## src/acc_pkg.sv

```systemverilog
// Package of constants and types for the analog comparator control block
package acc_pkg;

  // ---------------------------------------------------------------------
  // Channel select encodings
  // ---------------------------------------------------------------------
  localparam logic [2:0] ACC_SEL_GND  = 3'h7;
  localparam logic [2:0] ACC_SEL_REF  = 3'h6;
  localparam logic [2:0] ACC_SEL_DAC  = 3'h5;
  localparam logic [2:0] ACC_SEL_PIN3 = 3'h3;
  localparam logic [2:0] ACC_SEL_PIN0 = 3'h0;

  // ---------------------------------------------------------------------
  // One-hot source codes on the analog mux controls
  // ---------------------------------------------------------------------
  localparam int ACC_POS_PIN0_BIT = 0;
  localparam int ACC_POS_DAC_BIT  = 1;
  localparam int ACC_POS_REF_BIT  = 2;
  localparam int ACC_POS_GND_BIT  = 3;
  localparam int ACC_NEG_REF_BIT  = 4;
  localparam int ACC_NEG_GND_BIT  = 5;

  // ---------------------------------------------------------------------
  // Reset values, counts and field widths
  // ---------------------------------------------------------------------
  localparam logic       ACC_OUT_RST      = 1'b0;
  localparam logic       ACC_FLAG_RST     = 1'b0;
  localparam int         ACC_NUM_CMP      = 2;
  localparam int         ACC_MIRROR_W     = 8;
  localparam logic [7:0] ACC_MIRROR_RST   = 8'h00;
  localparam int         ACC_SETTLE_CYC   = 4;

  // ---------------------------------------------------------------------
  // Carried groups
  // ---------------------------------------------------------------------
  typedef struct packed {
    logic       enable;
    logic       invert;
    logic       hysteresis;
    logic       timer_sync;
    logic       rise_irq_en;
    logic       fall_irq_en;
    logic [2:0] pos_sel;
    logic [2:0] neg_sel;
  } acc_cfg_t;

  typedef struct packed {
    logic       pos_pin0;
    logic       pos_dac;
    logic       pos_ref;
    logic       pos_gnd;
    logic [3:0] neg_pin;
    logic       neg_ref;
    logic       neg_gnd;
    logic       hyst_on;
    logic       power_on;
  } acc_ana_t;

endpackage : acc_pkg

```

## src/acc_ctrl.sv

```systemverilog
// Digital control of two analog comparators: muxing, polarity, flags
`timescale 1ns/1ps
`default_nettype none

module acc_ctrl
  import acc_pkg::*;
#(
  parameter int SETTLE_CYC = ACC_SETTLE_CYC
) (
  input  wire logic                     ref_clk_i,
  input  wire logic                     rst_b_i,
  input  wire acc_cfg_t [ACC_NUM_CMP-1:0] cfg_i,
  input  wire logic [ACC_NUM_CMP-1:0]   raw_result_i,
  input  wire logic                     timer_src_clk_i,
  input  wire logic [ACC_NUM_CMP-1:0]   irq_flag_clear_i,
  input  wire logic [ACC_NUM_CMP-1:0]   irq_enable_i,
  output acc_ana_t [ACC_NUM_CMP-1:0]    analog_ctrl_o,
  output logic [ACC_NUM_CMP-1:0]        output_bit_o,
  output logic [ACC_MIRROR_W-1:0]       mirror_reg_o,
  output logic [ACC_NUM_CMP-1:0]        pin_out_o,
  output logic [ACC_NUM_CMP-1:0]        timer_gate_o,
  output logic [ACC_NUM_CMP-1:0]        irq_flag_o,
  output logic [ACC_NUM_CMP-1:0]        output_valid_o,
  output logic                          wake_o
);

  // ---------------------------------------------------------------------
  // Helpers
  // ---------------------------------------------------------------------
  function automatic acc_ana_t acc_decode(input acc_cfg_t c);
    acc_ana_t a;
    a = '0;
    if (c.enable) begin
      a.pos_pin0 = (c.pos_sel == ACC_SEL_PIN0);
      a.pos_dac  = (c.pos_sel == ACC_SEL_DAC);
      a.pos_ref  = (c.pos_sel == ACC_SEL_REF);
      a.pos_gnd  = (c.pos_sel == ACC_SEL_GND);
      if (c.neg_sel <= ACC_SEL_PIN3) begin
        a.neg_pin[c.neg_sel[1:0]] = 1'b1;
      end
      a.neg_ref  = (c.neg_sel == ACC_SEL_REF);
      a.neg_gnd  = (c.neg_sel == ACC_SEL_GND);
      a.hyst_on  = c.hysteresis;
      a.power_on = 1'b1;
    end
    return a;
  endfunction : acc_decode

  // ---------------------------------------------------------------------
  // Filtering and edge helpers
  // ---------------------------------------------------------------------
  // Level follows the third stage once the second stage agrees with it
  function automatic logic acc_filter(input logic s2,
                                      input logic s3,
                                      input logic q);
    return (s2 == s3) ? s3 : q;
  endfunction : acc_filter

  // Transition between two samples that its enable lets through
  function automatic logic acc_edge(input logic cur,
                                    input logic prev,
                                    input logic rise_en,
                                    input logic fall_en);
    return (cur & ~prev & rise_en) | (~cur & prev & fall_en);
  endfunction : acc_edge

  // ---------------------------------------------------------------------
  // State and intermediate signals
  // ---------------------------------------------------------------------
  logic [ACC_NUM_CMP-1:0]     raw_s1_q;
  logic [ACC_NUM_CMP-1:0]     raw_s2_q;
  logic [ACC_NUM_CMP-1:0]     raw_s3_q;
  logic [ACC_NUM_CMP-1:0]     raw_q;
  logic [ACC_NUM_CMP-1:0]     pol_out;
  logic [ACC_NUM_CMP-1:0]     out_q;
  logic [ACC_NUM_CMP-1:0]     out_prev_q;
  logic [ACC_NUM_CMP-1:0]     sync_q;
  logic [ACC_NUM_CMP-1:0]     flag_q;
  logic [ACC_NUM_CMP-1:0]     flag_d;
  logic [ACC_NUM_CMP-1:0]     edge_hit;
  logic [ACC_NUM_CMP-1:0]     cfg_chg;
  acc_cfg_t [ACC_NUM_CMP-1:0] cfg_prev_q;
  logic [31:0]                settle_q [ACC_NUM_CMP];
  logic                       tclk_s1_q;
  logic                       tclk_s2_q;
  logic                       tclk_s3_q;
  logic                       tclk_q;
  logic                       tclk_fall;

  // ---------------------------------------------------------------------
  // Raw result synchroniser
  // ---------------------------------------------------------------------
  // Analog result crosses in through three stages
  always_ff @(posedge ref_clk_i) begin
    if (!rst_b_i) begin
      raw_s1_q <= '0;
      raw_s2_q <= '0;
      raw_s3_q <= '0;
    end else begin
      raw_s1_q <= raw_result_i;
      raw_s2_q <= raw_s1_q;
      raw_s3_q <= raw_s2_q;
    end
  end

  // A change counts once the second and third stages agree
  always_ff @(posedge ref_clk_i) begin
    if (!rst_b_i) begin
      raw_q <= '0;
    end else begin
      for (int i = 0; i < ACC_NUM_CMP; i++) begin
        raw_q[i] <= acc_filter(raw_s2_q[i], raw_s3_q[i],
                               raw_q[i]);
      end
    end
  end

  // ---------------------------------------------------------------------
  // Polarity
  // ---------------------------------------------------------------------
  // Disabled comparator shows a low raw result before polarity
  always_comb begin
    for (int i = 0; i < ACC_NUM_CMP; i++) begin
      pol_out[i] = (raw_q[i] & cfg_i[i].enable) ^ cfg_i[i].invert;
    end
  end

  // ---------------------------------------------------------------------
  // Software-visible latch and edge history
  // ---------------------------------------------------------------------
  always_ff @(posedge ref_clk_i) begin
    if (!rst_b_i) begin
      out_q      <= {ACC_NUM_CMP{ACC_OUT_RST}};
      out_prev_q <= {ACC_NUM_CMP{ACC_OUT_RST}};
    end else begin
      out_q      <= pol_out;
      out_prev_q <= out_q;
    end
  end

  // ---------------------------------------------------------------------
  // Timer source clock
  // ---------------------------------------------------------------------
  always_ff @(posedge ref_clk_i) begin
    if (!rst_b_i) begin
      tclk_s1_q <= 1'b0;
      tclk_s2_q <= 1'b0;
      tclk_s3_q <= 1'b0;
      tclk_q    <= 1'b0;
    end else begin
      tclk_s1_q <= timer_src_clk_i;
      tclk_s2_q <= tclk_s1_q;
      tclk_s3_q <= tclk_s2_q;
      tclk_q    <= acc_filter(tclk_s2_q, tclk_s3_q, tclk_q);
    end
  end

  // Fall counts in the cycle in which the agreeing stages first read low
  assign tclk_fall = tclk_q & ~acc_filter(tclk_s2_q, tclk_s3_q, tclk_q);

  // ---------------------------------------------------------------------
  // Synchronised output for timer and pin
  // ---------------------------------------------------------------------
  always_ff @(posedge ref_clk_i) begin
    if (!rst_b_i) begin
      sync_q <= {ACC_NUM_CMP{ACC_OUT_RST}};
    end else begin
      for (int i = 0; i < ACC_NUM_CMP; i++) begin
        if (tclk_fall) begin
          sync_q[i] <= pol_out[i];
        end
      end
    end
  end

  // ---------------------------------------------------------------------
  // Interrupt flags
  // ---------------------------------------------------------------------
  always_comb begin
    for (int i = 0; i < ACC_NUM_CMP; i++) begin
      // Edges from invert or enable changes flow through the same path
      edge_hit[i] = acc_edge(out_q[i], out_prev_q[i],
                             cfg_i[i].rise_irq_en, cfg_i[i].fall_irq_en);
      // Set wins over a clear in the same cycle
      flag_d[i]   = edge_hit[i] |
                    (flag_q[i] & ~irq_flag_clear_i[i]);
    end
  end

  always_ff @(posedge ref_clk_i) begin
    if (!rst_b_i) begin
      flag_q <= {ACC_NUM_CMP{ACC_FLAG_RST}};
    end else begin
      flag_q <= flag_d;
    end
  end

  // ---------------------------------------------------------------------
  // Settling watch after any source or reference change
  // ---------------------------------------------------------------------
  always_comb begin
    for (int i = 0; i < ACC_NUM_CMP; i++) begin
      cfg_chg[i] = (cfg_i[i].enable     != cfg_prev_q[i].enable) |
                   (cfg_i[i].pos_sel    != cfg_prev_q[i].pos_sel) |
                   (cfg_i[i].neg_sel    != cfg_prev_q[i].neg_sel) |
                   (cfg_i[i].hysteresis != cfg_prev_q[i].hysteresis);
    end
  end

  always_ff @(posedge ref_clk_i) begin
    if (!rst_b_i) begin
      cfg_prev_q <= '0;
    end else begin
      cfg_prev_q <= cfg_i;
    end
  end

  always_ff @(posedge ref_clk_i) begin
    if (!rst_b_i) begin
      for (int i = 0; i < ACC_NUM_CMP; i++) begin
        settle_q[i] <= '0;
      end
    end else begin
      for (int i = 0; i < ACC_NUM_CMP; i++) begin
        if (cfg_chg[i] || raw_s2_q[i] != raw_s3_q[i]) begin
          settle_q[i] <= 32'(SETTLE_CYC);
        end else if (settle_q[i] != '0) begin
          settle_q[i] <= settle_q[i] - 32'h1;
        end
      end
    end
  end

  // ---------------------------------------------------------------------
  // Analog front end controls
  // ---------------------------------------------------------------------
  always_comb begin
    for (int i = 0; i < ACC_NUM_CMP; i++) begin
      analog_ctrl_o[i] = acc_decode(cfg_i[i]);
    end
  end

  // ---------------------------------------------------------------------
  // Pin, timer and validity outputs
  // ---------------------------------------------------------------------
  always_comb begin
    for (int i = 0; i < ACC_NUM_CMP; i++) begin
      output_valid_o[i] = (settle_q[i] == '0) & cfg_i[i].enable;
      pin_out_o[i]      = cfg_i[i].timer_sync ? sync_q[i]
                                              : pol_out[i];
    end
  end

  assign timer_gate_o = pin_out_o;

  // ---------------------------------------------------------------------
  // Software view and interrupt outputs
  // ---------------------------------------------------------------------
  always_comb begin
    mirror_reg_o = ACC_MIRROR_RST;
    for (int i = 0; i < ACC_NUM_CMP; i++) begin
      mirror_reg_o[i] = out_q[i];
    end
  end

  assign output_bit_o = out_q;
  assign irq_flag_o   = flag_q;
  assign wake_o       = |(flag_q & irq_enable_i);

endmodule : acc_ctrl

`default_nettype wire

```

## config.mk

```make
export PLATFORM = sky130hd
export DESIGN_NAME = acc_ctrl
export DESIGN_NICKNAME = d
export VERILOG_FILES = /design/src/acc_pkg.sv /design/src/acc_ctrl.sv
export SDC_FILE = /design/constraint.sdc
export NUM_CORES = 1
export LEC_CHECK = 0
export BUFFER_PORTS_ARGS = -buffer_cell sky130_fd_sc_hd__buf_2
export CAP_MARGIN = 20
export CORE_ASPECT_RATIO = 1.1
export CORE_MARGIN = 5
export CORE_UTILIZATION = 52
export DETAILED_ROUTE_END_ITERATION = 12
export PLACE_DENSITY = 0.87
export SLEW_MARGIN = 25
export SYNTH_ARGS = -nofsm -noshare
export SYNTH_HDL_FRONTEND = slang
export SYNTH_SLANG_ARGS = --single-unit
```

## constraint.sdc

```tcl
create_clock -name ref_clk_i -period 3.3 [get_ports ref_clk_i]
set_input_delay 0.33 -clock ref_clk_i [delete_from_list [all_inputs] [get_ports ref_clk_i]]
set_output_delay 0.33 -clock ref_clk_i [all_outputs]
set_load 0.1 [all_outputs]
```

# == Yosys cells after proc, flatten, opt, wreduce, memory -nomap -nowiden ==
# Memory sizes are Yosys's and may differ from the RTL's.
# Index checks and enable logic that the tools add are counted.
# classes
add_sub_neg,2
magnitude_cmp,6
n_eq_ne,23
mux,30
bitwise,39
n_reduce_logical,11
# op_table
cell,n
32-bit two-way mux,4
32-bit zero test,2
32-bit nonzero test,2
"32-bit by 1-bit subtractor with 32-bit output, second input constant",2
"3-bit == test, second input constant",10
12-bit two-way mux,2
1-bit two-way mux,20
1-bit AND,15
1-bit bitwise OR,14
3-bit inequality test,4
4-bit two-way mux,2
1-bit inverter,7
"3-bit by 2-bit <= comparator with 1-bit output, second input constant",2
3-bit zero test,2
"2-bit by 3-bit less-than comparator with 1-bit output, second input constant",2
1-bit inequality test,6
1-bit demux with 2-bit select,2
"2-bit by 1-bit >= comparator with 1-bit output, second input constant",2
1-bit == test,3
2-bit AND,1
1-bit logical AND,2
1-bit logical OR,2
2-bit OR reduction,1
1-bit bitwise XOR,2
# word_totals
regBits,36
mem_bits_rw,64
inputBits,33
output_inout_bits,43
word_cells,133
n_memories,1
# mem_list
memory,words,width,read_ports,rd_ports_with_merged_regs,write_ports,line,rtl
settle_q,2,32,2,0,2,acc_ctrl.sv:83,logic [31:0] settle_q [ACC_NUM_CMP];

# == Logic depth before layout (Yosys ltp) ==
# depth
word_depth,10
depth_mapped,8

# == Worst setup path before layout ==
# Ideal clock, no wire load.
# synth_timing
kind,reg2out
from,memory settle_q[0][11]
to,output output_valid_o[0]
arrival_ns,4.259
required_ns,2.970
path_slack_ns,-1.289
path_stages_with_launch,5
path_buffers,1
path_cell_list,edfxtp_1 or4_1 or2_2 clkbuf_1 nor4_1
# synth_lines
item,line,rtl
"start, declared",acc_ctrl.sv:83,
"end, declared",acc_ctrl.sv:23,"output logic [ACC_NUM_CMP-1:0] output_valid_o,"

==> flow_metrics.tcl <==
set metrics [dict create \
    min_path_cells 2 \
    worst_slew_pin_slew_ns 0.745 \
    skew_ns 0.0160 \
    grt-ovfl-total 0 \
    end_kind "primary output" \
    antennaDiodeCount 0 \
    grt_pass1_vias 3863 \
    critPathMaxFanout 6 \
    post-route-drc-count 0 \
    rows 37 \
    mostFrequentLayoutCells "nor2_1, buf_2, edfxtp_1" \
    yosys.area_share.adder_pct 0.985 \
    outcome "finished, final reports clean" \
    io_pins 76 \
    clk_pin_slew_ns 0.11 \
    antenna_found_initial 0 \
    p_per_area_nw_per_um2 439 \
    slew_headroom_pct 49.9 \
    power.leakage_nw 2.51 \
    hpwlAfterDp_um 7300 \
    htreeDepth 3 \
    drt_first_iter_violations 197 \
    synth_seq_area_share_pct 52.0 \
    chipWidth_um 104 \
    hold_slack_ns 0.154 \
    stdcell_count 700 \
    cts_root_buffer "clkbuf_8" \
    wl_per_cell_um 14.4 \
    fp.coreArea_um2 9440 \
    worstHoldStart "raw_result_i[1]" \
    cts.repair.resized 0 \
    layout.nets 615 \
    critPathKind "reg -> out" \
    max_cap_viol_count 0 \
    design_area_um2 5740 \
    grt_first_pass_wirelength_um 17200 \
    die_h_um 114 \
    clk_latency_ns 0.37 \
    rsz0062_at_grt "false" \
    whs_endpoint "raw_s1_q[1]$_SDFF_PN0_" \
    synth.mux.area_fraction_pct 0.591 \
    rrSetupSlack_ns 0.34 \
    via_per_inst 5.50 \
    finalHoldViolations 0 \
    final_common_cell "nor2_1" \
    routed_wl_um 10100 \
    peakVddDrop_uv 246 \
    synth_compound_area_share_pct 4.41 \
    vias 3852 \
    min_period_ns 3.11 \
    synth_top_family_by_area "simple AND/OR/NAND/NOR gates" \
    period_share_pct 94.2 \
    ctsHoldBuffers 0 \
    finalSetupTns_ns 0 \
    synthDistinctLibCells 41 \
    die_area_um2 11900 \
    area_growth_pct 12.9 \
    yosysWarnings 0 \
    dpl.cell_count 684 \
    maxSlewViolCount 0 \
    crit_required_ns 2.97 \
    yosys.area_share.simple_pct 26.1 \
    grt_max_degree 33 \
    placed_area_um2 5540 \
    synth.avg_cell_area_um2 9.95 \
    synth_xor_area_share_pct 11.9 \
    r2r-start "settle_q[1][9]$_SDFFCE_PN0P_" \
    setup-violations-final 0 \
    cts_tree "yes" \
    io_buffers 69 \
    layout-drive-gt1-share_pct 18.0 \
    cts_sinks 100 \
    postCtsSetupBuffers 0 \
    max_freq_ghz 0.322 \
    firstDrtPassIters 4 \
    postRouteAntennaNets 0 \
    clock_path_buffers 2 \
    syn_area_um2 5080 \
    start_kind "flop" \
    crit_arrival_ns 2.78 \
    grtUsageTotal_pct 17.2 \
    gp_congestion 0.827 \
    worstRegToRegCells 5 \
    synth_cells 511 \
    start_util_pct 53.8 \
    hp-class "in -> reg" \
    cts_buffers 9 \
    synth_seq_cells 100 \
    totalPowerFinal_mw 2.52 \
    r2r-end "settle_q[1][27]$_SDFFCE_PN0P_" \
]
metal layers:
metal | track usage [%] | up-vias | share of wire, %
met5 | 0 | - | 0
met4 | 6.22 | 0 | 1.5
met3 | 2.94 | 13 | 3.4
met2 | 30.8 | 75 | 53
met1 | 20.9 | 1856 | 42
li1 | - | 1908 | -
worst max-delay path by stage:
stage,cells after the start,from,end
2_1_floorplan,4,settle_q[0][11]$_SDFFCE_PN0P_,output_valid_o[0]
3_3_place_gp,5,settle_q[1][9]$_SDFFCE_PN0P_,settle_q[1][29]$_SDFFCE_PN0P_
3_5_place_dp,5,settle_q[1][9]$_SDFFCE_PN0P_,settle_q[1][27]$_SDFFCE_PN0P_
4_1_cts,6,settle_q[1][9]$_SDFFCE_PN0P_,output_valid_o[1]
5_1_grt,6,settle_q[1][9]$_SDFFCE_PN0P_,output_valid_o[1]
6_report,6,settle_q[1][9]$_SDFFCE_PN0P_,output_valid_o[1]
final cells by class:
class / instances / area (um2)
clock buffer: 9 / 124
fill: 783 / 3700
tap: 117 / 146
multi-input combinational: 375 / 2280
timing repair buffer: 80 / 430
inverter: 12 / 45.0
clock inverter: 7 / 76.3
sequential: 100 / 2640
where the power goes:
| group | internal, mW | total, mW | switching (mW) |
|---|---|---|---|
| Combinational | 0.110 | 0.393 | 0.283 |
| Clock | 0.303 | 0.778 | 0.475 |
| Sequential | 1.34 | 1.35 | 0.0136 |
| Total | 1.75 | 2.52 | 0.772 |
synth_stat cells:
cell type | count | area share (%)
nor2_1 | 90 | 6.6
edfxtp_1 | 64 | 38
xnor2_1 | 48 | 8.3
dfxtp_1 | 36 | 14
and2_1 | 28 | 3.4
nand2_1 | 24 | 1.8
nor3_1 | 21 | 2.1
nor4_1 | 21 | 2.6
xor2_1 | 21 | 3.6
nand3_1 | 18 | 1.8
clkbuf_1 | 15 | 1.1
a21oi_1 | 14 | 1.4
buf_4 | 12 | 1.8
inv_1 | 12 | 0.89
or4_1 | 11 | 1.6
or3_1 | 10 | 1.2
nand2b_1 | 9 | 1.1
nand4_1 | 6 | 0.74
nand3b_1 | 5 | 0.74
o31ai_1 | 5 | 0.74
ha_1 | 4 | 0.98
o21ai_0 | 4 | 0.39
o41ai_1 | 4 | 0.69
mux2i_1 | 3 | 0.59
nor2b_1 | 3 | 0.37
a211oi_1 | 2 | 0.30
a31oi_1 | 2 | 0.25
and3_1 | 2 | 0.25
nand4b_1 | 2 | 0.34
nor4b_1 | 2 | 0.34
o21a_1 | 2 | 0.30
or2_2 | 2 | 0.25
a22o_1 | 1 | 0.17
buf_2 | 1 | 0.098
clkbuf_2 | 1 | 0.098
conb_1 | 1 | 0.074
nor3b_1 | 1 | 0.15
nor4_2 | 1 | 0.25
o21ba_2 | 1 | 0.20
or4_4 | 1 | 0.22
or4b_2 | 1 | 0.20
flip-flops by register name (all words and copies together) (netlist names), 2 cells and up:
| name | count |
|---|---|
| irq_flag_o | 2 |
| out_prev_q | 2 |
| cfg_prev_q | 16 |
| output_bit_o | 2 |
| raw_s2_q | 2 |
| settle_q | 64 |
| raw_q | 2 |
| raw_s1_q | 2 |
| raw_s3_q | 2 |
| sync_q | 2 |
stage by stage:
stage          utilization [%]  setup slack [ns]
2_1_floorplan                -            -0.105
3_3_place_gp              58.6             0.421
3_5_place_dp              58.6             0.373
4_1_cts                   60.8            0.0729
5_1_grt                   60.8            0.0478
6_report                  60.8             0.192
critical path, stage by stage, from the launching register on:
cell and delay, ns:
edfxtp_1 0.46, or4_4 0.57, or4_1 0.48, buf_4 0.19, nor3_1 0.23, and2_1 0.16, clkbuf_4 0.32
logic make-up (layout without fill, tap and decap cells):
logic type / after synthesis / after routing
compound gates: 35 / 35
buf+inv: 41 / 108
flops: 100 / 100
mux: 3 / 3
other cells: 1 / 6
simple gates: 258 / 258
xor+xnor: 69 / 69
fa+ha+maj: 4 / 4
No activity file was read; power rests on OpenSTA's default activity.
